## src/rtl/cmd_pkg.sv

```systemverilog
// package: command codes, config layout, timing constants for the cell monitor link
package cmd_pkg;
   localparam logic [7:0] CMD_WRITE_CONFIG = 8'h01;
   localparam logic [7:0] CMD_READ_CONFIG = 8'h02;
   localparam logic [7:0] CMD_READ_CELLS = 8'h04;
   localparam logic [7:0] CMD_READ_FLAGS = 8'h06;
   localparam logic [7:0] CMD_READ_TEMPS = 8'h08;
   localparam logic [3:0] FAM_CELL = 4'h1;
   localparam logic [3:0] FAM_OPEN_WIRE = 4'h2;
   localparam logic [3:0] FAM_TEMP = 4'h3;
   localparam logic [3:0] FAM_CELL_DISCHARGE = 4'h6;
   localparam logic [3:0] FAM_OPEN_WIRE_DISCHARGE = 4'h7;
   localparam logic [7:0] CMD_POLL_BUSY = 8'h40;
   localparam logic [7:0] CMD_POLL_INT = 8'h50;
   localparam logic [3:0] SUB_ALL = 4'h0;
   localparam logic [3:0] SUB_LAST_CELL = 4'hc;
   localparam logic [3:0] SUB_CELL_ELEVEN = 4'hb;
   localparam logic [3:0] SUB_UNUSED_CELL = 4'hd;
   localparam logic [3:0] SUB_TEMP_LAST = 4'h3;
   localparam logic [3:0] SUB_SELF_TEST1 = 4'he;
   localparam logic [3:0] SUB_SELF_TEST2 = 4'hf;
   localparam logic [11:0] SELF_TEST1_VALUE = 12'h555;
   localparam logic [11:0] SELF_TEST2_VALUE = 12'haaa;
   localparam logic [7:0] CRC_POLY = 8'h07;
   localparam int CONFIG_BYTES = 6;
   localparam int CELL_BYTES = 18;
   localparam int CELL_BYTES_TEN = 15;
   localparam int FLAG_BYTES = 3;
   localparam int TEMP_BYTES = 5;
   localparam int TEN_CELL_BIT = 3;
   localparam int LEVEL_POLL_BIT = 4;
   localparam logic [7:0] CONFIG0_RESET = 8'h00;
   localparam int CLK_HZ = 100_000_000;
   localparam int TOGGLE_HZ = 1000;
   localparam int TOGGLE_HALF_CYCLES = CLK_HZ / (2 * TOGGLE_HZ);
   localparam int LINK_HALF_CYCLES = 8;
   localparam int CONV_CYCLES = 1000;
   // host register map, word aligned
   localparam logic [4:0] REG_CTRL = 5'h00;
   localparam logic [4:0] REG_STATUS = 5'h04;
   localparam logic [4:0] REG_TXDATA = 5'h08;
   localparam logic [4:0] REG_RXDATA = 5'h0c;
   localparam logic [1:0] RESP_OKAY = 2'b00;
   localparam logic [1:0] RESP_SLVERR = 2'b10;
   typedef enum logic [1:0] {CMD_IDLE_E, CMD_DATA_E, CMD_POLL_E, CMD_DROP_E} cmd_state_e;
endpackage

```

## src/rtl/cmd_link_if.sv

```systemverilog
// interface: four-wire serial link between host and cell monitor
`timescale 1ns/1ps
interface cmd_link_if;
   logic chip_select_in_n;
   logic sck;
   logic sdi;
   logic sdo;
   modport host (output chip_select_in_n, output sck, output sdi, input sdo);
   modport device (input chip_select_in_n, input sck, input sdi, output sdo);
endinterface

```

## src/rtl/cmd_device.sv

```systemverilog
// cell monitor command decoder with configuration and cell result groups
`timescale 1ns/1ps
// Function
// - 0x01 writes whole configuration group
// - 0x02 reads configuration group in order
// - 0x04 reads packed cell results
// - 0x06 reads flag group
// - 0x08 reads temperature group
// - 0x1x starts cell conversion, polls status
// - nibble 0 all cells, 1..C one
// - cells 11-12 only in twelve-cell; D unused
// - nibble E gives 0x555, F 0xAAA
// - 0x2x open-wire conversions, same encoding
// - 0x30-0x33 temperature, 0x34-0x3D unused
// - 0x3E temp self-test code 0x01, 0x3F 0x02; temps not written
// - 0x40 polls busy, 0x50 interrupts
// - 0x6x cell conversion with discharge
// - 0x7x open-wire with discharge
// - last three result bytes need twelve-cell mode
// - crc-8 follows every group read
// - poll low if busy (0x50: if interrupt pending), else toggle/level
// - host holds select low, raises to end
module cmd_device
   import cmd_pkg::*;
(
   input wire logic clk,
   input wire logic arst_n,
   cmd_link_if.device link,
   input wire logic [11:0] conv_value,
   input wire logic [1:0] temp_status,
   input wire logic [23:0] flag_bits,
   input wire logic int_pending,
   output logic busy,
   output logic discharge_active,
   output logic [3:0] conv_kind,
   output logic [3:0] conv_channel,
   output logic [47:0] config_group,
   output logic [7:0] temp_self_test
);
   typedef struct packed {
      logic [2:0] cs_sync;
      logic [2:0] sck_sync;
      logic [1:0] sdi_sync;
      cmd_state_e state;
      logic [7:0] shift;
      logic [2:0] bit_cnt;
      logic [7:0] cmd;
      logic [4:0] byte_idx;
      logic [47:0] cfg;
      logic [47:0] cfg_stage;
      logic [143:0] cells;
      logic [7:0] out_byte;
      logic [7:0] crc;
      logic crc_sent;
      logic sdo;
      logic [15:0] busy_cnt;
      logic [3:0] kind;
      logic [3:0] chan;
      logic discharge;
      logic [7:0] tst;
      logic [15:0] tog_cnt;
      logic tog;
   } dev_s;
   dev_s q, d;

   // group length in bytes for a read command; zero means not a group read
   function automatic logic [4:0] group_len(input logic [7:0] c, input logic ten);
      case (c)
         CMD_READ_CONFIG: group_len = 5'(CONFIG_BYTES);
         CMD_READ_CELLS: group_len = ten ? 5'(CELL_BYTES_TEN) : 5'(CELL_BYTES);
         CMD_READ_FLAGS: group_len = 5'(FLAG_BYTES);
         CMD_READ_TEMPS: group_len = 5'(TEMP_BYTES);
         default: group_len = 5'd0;
      endcase
   endfunction

   // byte of the addressed group at index i
   function automatic logic [7:0] group_byte(input logic [7:0] c, input logic [4:0] i, input dev_s s);
      case (c)
         CMD_READ_CONFIG: group_byte = s.cfg[8*i +: 8];
         CMD_READ_CELLS: group_byte = s.cells[8*i +: 8];
         CMD_READ_FLAGS: group_byte = flag_bits[8*i +: 8];
         default: group_byte = 8'h00; // temperature values come from the converter side, not held here
      endcase
   endfunction

   function automatic logic [7:0] crc_step(input logic [7:0] crc, input logic [7:0] b);
      logic [7:0] r;
      r = crc ^ b;
      for (int k = 0; k < 8; k++) begin
         r = r[7] ? ((r << 1) ^ CRC_POLY) : (r << 1);
      end
      crc_step = r;
   endfunction

   logic sck_rise, sck_fall, cs_low, cs_rise, ten;

   always_comb begin
      d = q;
      d.cs_sync = {q.cs_sync[1:0], link.chip_select_in_n};
      d.sck_sync = {q.sck_sync[1:0], link.sck};
      d.sdi_sync = {q.sdi_sync[0], link.sdi};
      sck_rise = q.sck_sync[1] & ~q.sck_sync[2];
      sck_fall = ~q.sck_sync[1] & q.sck_sync[2];
      cs_low = ~q.cs_sync[1];
      cs_rise = q.cs_sync[1] & ~q.cs_sync[2];
      ten = q.cfg[TEN_CELL_BIT];
      // conversion timebase; results land when it runs out
      if (q.busy_cnt != 16'd0) begin
         d.busy_cnt = q.busy_cnt - 16'd1;
         if (q.busy_cnt == 16'd1 && q.kind != FAM_TEMP) begin // open-wire results land in cells too
            for (int n = 0; n < 12; n++) begin
               if (q.chan == SUB_SELF_TEST1) begin
                  d.cells[12*n +: 12] = SELF_TEST1_VALUE;
               end else if (q.chan == SUB_SELF_TEST2) begin
                  d.cells[12*n +: 12] = SELF_TEST2_VALUE;
               end else if ((q.chan == SUB_ALL && !(ten && n >= 10)) || q.chan == 4'(n + 1)) begin
                  d.cells[12*n +: 12] = conv_value;
               end
            end
         end
      end
      // 1 khz toggle for polling
      if (q.tog_cnt == 16'(TOGGLE_HALF_CYCLES - 1)) begin
         d.tog_cnt = 16'd0;
         d.tog = ~q.tog;
      end else begin
         d.tog_cnt = q.tog_cnt + 16'd1;
      end
      // link sequencer
      if (!cs_low) begin
         if (cs_rise && q.state == CMD_DATA_E && q.cmd == CMD_WRITE_CONFIG && q.byte_idx >= 5'(CONFIG_BYTES)) begin
            d.cfg = q.cfg_stage; // data latched on select release
         end
         d.state = CMD_IDLE_E;
         d.bit_cnt = 3'd0;
         d.byte_idx = 5'd0;
         d.sdo = 1'b1;
      end else begin
         case (q.state)
            CMD_IDLE_E: begin
               if (sck_rise) begin
                  d.shift = {q.shift[6:0], q.sdi_sync[1]};
                  d.bit_cnt = q.bit_cnt + 3'd1;
                  if (q.bit_cnt == 3'd7) begin
                     d.cmd = {q.shift[6:0], q.sdi_sync[1]};
                     d.state = CMD_DATA_E;
                     d.byte_idx = 5'd0;
                     d.crc = 8'h00;
                     d.crc_sent = 1'b0;
                     d.out_byte = group_byte(d.cmd, 5'd0, q);
                     case (d.cmd[7:4])
                        FAM_CELL, FAM_OPEN_WIRE, FAM_CELL_DISCHARGE, FAM_OPEN_WIRE_DISCHARGE: begin
                           if (d.cmd[3:0] == SUB_UNUSED_CELL || (ten && d.cmd[3:0] >= SUB_CELL_ELEVEN
                                 && d.cmd[3:0] <= SUB_LAST_CELL)) begin
                              d.state = CMD_DROP_E;
                           end else begin
                              d.kind = d.cmd[7:4];
                              d.chan = d.cmd[3:0];
                              d.discharge = d.cmd[6];
                              d.busy_cnt = 16'(CONV_CYCLES);
                              d.state = CMD_POLL_E;
                           end
                        end
                        FAM_TEMP: begin
                           if (d.cmd[3:0] > SUB_TEMP_LAST && d.cmd[3:0] < SUB_SELF_TEST1) begin
                              d.state = CMD_DROP_E;
                           end else begin
                              d.kind = FAM_TEMP;
                              d.chan = d.cmd[3:0];
                              d.discharge = 1'b0;
                              d.tst = (d.cmd[3:0] == SUB_SELF_TEST1) ? 8'h01 :
                                 (d.cmd[3:0] == SUB_SELF_TEST2) ? 8'h02 : 8'h00;
                              d.busy_cnt = 16'(CONV_CYCLES);
                              d.state = CMD_POLL_E;
                           end
                        end
                        default: begin
                           if (d.cmd == CMD_POLL_BUSY || d.cmd == CMD_POLL_INT) begin
                              d.state = CMD_POLL_E;
                           end else if (d.cmd != CMD_WRITE_CONFIG && group_len(d.cmd, ten) == 5'd0) begin
                              d.state = CMD_DROP_E;
                           end
                        end
                     endcase
                  end
               end
            end
            CMD_DATA_E: begin
               if (q.cmd == CMD_WRITE_CONFIG) begin
                  if (sck_rise && q.byte_idx < 5'(CONFIG_BYTES)) begin
                     d.shift = {q.shift[6:0], q.sdi_sync[1]};
                     d.bit_cnt = q.bit_cnt + 3'd1;
                     if (q.bit_cnt == 3'd7) begin
                        d.cfg_stage[8*q.byte_idx +: 8] = {q.shift[6:0], q.sdi_sync[1]};
                        d.byte_idx = q.byte_idx + 5'd1;
                     end
                  end
               end else if (sck_fall && !q.crc_sent) begin
                  // drive msb first on falling edge, shift a byte every eight bits
                  d.sdo = q.out_byte[7];
                  d.out_byte = {q.out_byte[6:0], 1'b0};
                  d.bit_cnt = q.bit_cnt + 3'd1;
                  if (q.bit_cnt == 3'd7) begin
                     if (q.byte_idx == group_len(q.cmd, ten)) begin
                        d.crc_sent = 1'b1; // passes chained data after that, not modelled
                     end else begin
                        d.crc = crc_step(q.crc, group_byte(q.cmd, q.byte_idx, q));
                        d.byte_idx = q.byte_idx + 5'd1;
                        d.out_byte = (q.byte_idx + 5'd1 == group_len(q.cmd, ten)) ?
                           crc_step(q.crc, group_byte(q.cmd, q.byte_idx, q)) :
                           group_byte(q.cmd, q.byte_idx + 5'd1, q);
                     end
                  end
               end
            end
            CMD_POLL_E: begin
               // sck ignored; low while busy, for 0x50 while an interrupt is pending instead
               if ((q.cmd == CMD_POLL_INT) ? int_pending : (q.busy_cnt != 16'd0)) begin
                  d.sdo = 1'b0;
               end else begin
                  d.sdo = q.cfg[LEVEL_POLL_BIT] ? 1'b1 : q.tog;
               end
            end
            default: d.sdo = 1'b1; // ignored command, stay quiet until select rises
         endcase
      end
   end

   always_ff @(posedge clk or negedge arst_n) begin
      if (!arst_n) begin
         q <= '0;
         q.cs_sync <= 3'b111;
         q.sck_sync <= 3'b111;
         q.sdo <= 1'b1;
         q.cfg <= {40'h00_0000_0000, CONFIG0_RESET};
         q.state <= CMD_IDLE_E;
      end else begin
         q <= d;
      end
   end

   assign link.sdo = q.sdo;
   assign busy = (q.busy_cnt != 16'd0);
   assign discharge_active = q.discharge && (q.busy_cnt != 16'd0);
   assign conv_kind = q.kind;
   assign conv_channel = q.chan;
   assign config_group = q.cfg;
   assign temp_self_test = q.tst;
endmodule

```

## src/flat_wrapper.sv

```systemverilog
// flat-port wrapper written by rule: the top's interface ports become plain ports
module cmd_device_flat import cmd_pkg::*;
  (clk, arst_n, conv_value, temp_status, flag_bits, int_pending, busy, discharge_active, conv_kind, conv_channel, config_group, temp_self_test, link_chip_select_in_n, link_sck, link_sdi, link_sdo);
  cmd_link_if link_i ();
  input wire logic clk;
  input wire logic arst_n;
  input wire logic [11:0] conv_value;
  input wire logic [1:0] temp_status;
  input wire logic [23:0] flag_bits;
  input wire logic int_pending;
  output logic busy;
  output logic discharge_active;
  output logic [3:0] conv_kind;
  output logic [3:0] conv_channel;
  output logic [47:0] config_group;
  output logic [7:0] temp_self_test;
  input wire logic [$bits(link_i.chip_select_in_n)-1:0] link_chip_select_in_n;
  input wire logic [$bits(link_i.sck)-1:0] link_sck;
  input wire logic [$bits(link_i.sdi)-1:0] link_sdi;
  output wire logic [$bits(link_i.sdo)-1:0] link_sdo;
  assign link_i.chip_select_in_n = link_chip_select_in_n;
  assign link_i.sck = link_sck;
  assign link_i.sdi = link_sdi;
  assign link_sdo = link_i.sdo;
  cmd_device u_core (.clk(clk), .arst_n(arst_n), .link(link_i), .conv_value(conv_value), .temp_status(temp_status), .flag_bits(flag_bits), .int_pending(int_pending), .busy(busy), .discharge_active(discharge_active), .conv_kind(conv_kind), .conv_channel(conv_channel), .config_group(config_group), .temp_self_test(temp_self_test));
endmodule
```

## config.mk

```make
export PLATFORM = sky130hd
export DESIGN_NAME = cmd_device_flat
export DESIGN_NICKNAME = d
export VERILOG_FILES = /design/src/rtl/cmd_pkg.sv /design/src/rtl/cmd_link_if.sv /design/src/rtl/cmd_device.sv /design/src/flat_wrapper.sv
export SDC_FILE = /design/constraint.sdc
export NUM_CORES = 1
export LEC_CHECK = 0
export BUFFER_PORTS_ARGS = -buffer_cell sky130_fd_sc_hd__buf_2
export CORE_MARGIN = 10
export CORE_UTILIZATION = 62
export DETAILED_ROUTE_END_ITERATION = 7
export HOLD_SLACK_MARGIN = 0.05
export PLACE_DENSITY = 0.81
export SYNTH_ARGS = -nofsm -noshare
export SYNTH_HDL_FRONTEND = slang
export SYNTH_SLANG_ARGS = --single-unit
```

## constraint.sdc

```tcl
create_clock -name clk -period 4.8 [get_ports clk]
set_input_delay 0.24 -clock clk [delete_from_list [all_inputs] [get_ports clk]]
set_output_delay 0.24 -clock clk [all_outputs]
set_load 0.03 [all_outputs]
```

==> results.toml <==
[run_status]
status = "complete, no violations"

[worst_setup_path]
startpoint_type = "flip-flop"
crit_cells = 12
path_class = "reg -> reg"
crit_slowest_cell = "nor4b_2"
crit_chain = "nor4b_2, buf_4, nand2_1, buf_4, o21ai_0, o21ai_0, or4_1, nand3_1, xor2_1, xnor2_1, xnor2_1, o22ai_1"
r2r_cells = 12
crit_path_end = "u_core.q[63]"
path_delay_family = "simple AND/OR/NAND/NOR gates"
critPathMaxStageDelay_ns = 0.71
rrSetupSlack_ns = 0.69
critical_path_required_ns = 5.20
rr_endpoint = "u_core.q[63]"
cp_max_fo = 13
arrival_ns = 4.51
path_buf_inv = 2
r2r-start = "u_core.q[315]"
worstSetupEndpointType = "flip-flop"
cp-startpoint = "u_core.q[315]"

[timing]
hold_violations = 0
maxSlewHeadroom = 0.222
fmax_mhz = 243
fin_crit_ns = 4.11
setup-violations-final = 0
setup_ws_ns = 0.689
finClkSkew_ns = 0.0241
rsz0062_at_grt = "false"
slew_viol_final = 0
fin_crit_sh = 0.856
worst_pin_slew_ns = 1.17
fin_setup_tns_ns = 0

[layout]
fin_nets = 1939
stdcell_count = 2297
design_area_um2 = 20200
antenna_cells = 0
drive_above_1_share = 0.211
area_delta_synth_final_pct = 8.91
final_util = 0.682

[clock_network]
cts-root-buf = "clkbuf_16"
cts_htree_levels = 2
postCtsSetupRepairBufs = 0
clock_path_buffers = 3
clk_latency_ns = 0.53
tritoncts = "done"
path_clk_slew_ns = 0.06
cts_num_sinks = 334
numCtsBuffers = 37

[synthesis]
syn_inst = 1881
yosysTopAreaCell = "dfrtp_1"
synth_top_area_share = 0.442
avgSynthCellArea_um2 = 9.84
synth_ff_type = "dfrtp_1"
synth_seq_cells = 334
ys_seq_area_frac = 0.452
ys_top_cells_by_count = "327 x dfrtp_1, 271 x nand2_1, 237 x o21ai_0, 109 x mux2_2, 104 x clkbuf_1"
yosysUniqueCellTypes = 84
async_flop_share = 1.00
synth-edff-count = 0
synth.area.top_cells = "dfrtp_1 44%, mux2_2 6.6%, o21ai_0 6.4%, mux4_2 5.7%, nand2_1 5.5%"
syn_area_um2 = 18500
synthMostInstantiatedCell = "dfrtp_1"
yosysWarnings = 0

[place]
dp_slack_ns = 0.862
port_buffers = 102
place.detailed.hpwl_um = 41500
gp_congestion = 1.01
dpl.cell_count = 2230
place_area_um2 = 18900

[global_routing]
grt-ovfl-total = 0
grt_usage = 0.319
grt_pass1_wl_um = 90300
grt_max_degree = 127
grt_pass1_vias = 15100
antenna_found_initial = 0

[detailed_routing]
drc_errors = 0
viasPerCell = 6.72
first_iter_violations = 1918
first_pass_iters = 6
ant_nets = 0
wl_um = 59000
dr_total_vias = 15400
wire_per_inst_um = 25.7

[floorplan]
ios = 111
die_area_um2 = 37200
die_h_um = 193
chipWidth_um = 193
start_util = 0.626
coreArea_um2 = 29600
row_count = 63

[power_and_ir_drop]
leakagePower_nw = 9.13
power_density_nw_per_um2 = 288
peakVddDrop_v = 0.000278

[flow_run]
drv_cap = 0

[min_path]
min-delay-path-class = "in -> reg"
hold_path_depth = 3
worst min-delay path, stage by stage:
cell and delay [ns]:
buf_2 0.08, a21oi_1 0.16, o21ai_0 0.20
layout make-up:
| class | count | area [um2] |
|---|---|---|
| multi-input cells | 1326 | 9040 |
| repair buffers | 161 | 998 |
| clock inverters | 10 | 130 |
| clock buffers | 53 | 1050 |
| inverters | 23 | 86.3 |
| well taps | 390 | 488 |
| fillers | 2249 | 9390 |
| flip-flops and latches | 334 | 8370 |
how the worst min path moves through the flow:
stage,startpoint,slack [ns],end
3_3_place_gp,u_core.d[335],0.33,u_core.q[335]
6_report,conv_value[9],0.18,u_core.q[77]
2_1_floorplan,arst_n,-0.06,u_core.config_group[0]
3_5_place_dp,u_core.d[335],0.35,u_core.q[335]
4_1_cts,conv_value[9],0.17,u_core.q[101]
5_1_grt,conv_value[9],0.19,u_core.q[77]
timing repair:
action                                  in CTS  in global routing
endpoints found under the hold margin      120                  0
hold buffers                                 4                  0
resized for setup                            0                  0
endpoints found under the setup margin       0                  0
cells by family (layout without fill, tap and decap cells):
group | after synthesis | after routing | synth area share
XOR/XNOR | 57 | 57 | 0.0293
multiplexers | 210 | 210 | 0.154
buffers and inverters | 226 | 247 | 0.0625
AND/OR/NAND/NOR | 576 | 576 | 0.147
flip-flops | 334 | 334 | 0.452
AO/OA/AOI/OAI | 465 | 465 | 0.147
other | 1 | 6 | 0.000203
adder cells (fa/ha/maj) | 12 | 12 | 0.00811
registers in the layout, indices dropped and copies added (netlist names):
signal	cells
u_core.config_group	48
u_core.conv_channel	4
u_core.conv_kind	4
u_core.d	5
u_core.link.sdo	1
u_core.q	270
u_core.temp_self_test	2
metrics by stage:
| step | hold WS (ns) | power, mW |
|---|---|---|
| 3_5_place_dp | 0.346 | 3.06 |
| 4_1_cts | 0.166 | 5.82 |
| 2_1_floorplan | -0.0556 | 2.94 |
| 3_3_place_gp | 0.334 | 3.06 |
| 5_1_grt | 0.188 | 5.95 |
| 6_report | 0.179 | 5.81 |
per-layer routing:
metal	vias to the layer above	part of all wire	routed length, um	GRT usage
li1	6656	-	-	-
met1	7601	0.39	22900	0.433
met2	973	0.46	26900	0.483
met3	196	0.11	6400	0.0746
met4	0	0.048	2830	0.140
met5	-	0	0	0
where the power goes:
group          internal [mW]  total (mW)  switching, mW
Clock                   1.63        2.79           1.17
Sequential              2.82        2.83        0.00887
Combinational         0.0420       0.187          0.145
Total                   4.49        5.81           1.32
placed cells by master (no fill, tap or decap), drive strengths merged, types with 16 or more instances in the layout:
cell type,netlist,layout
dfrtp,327,327
nor2,94,94
o21ai,251,251
xor2,22,22
xnor2,32,32
nor4,16,16
mux2,109,109
buf,99,157
a31oi,23,23
nand3,45,45
mux2i,53,53
nor3,39,39
inv,21,22
nor2b,24,24
mux4,48,48
clkbuf,104,53
a21oi,76,76
nand2,271,271
(Power assumes the default switching activity.)
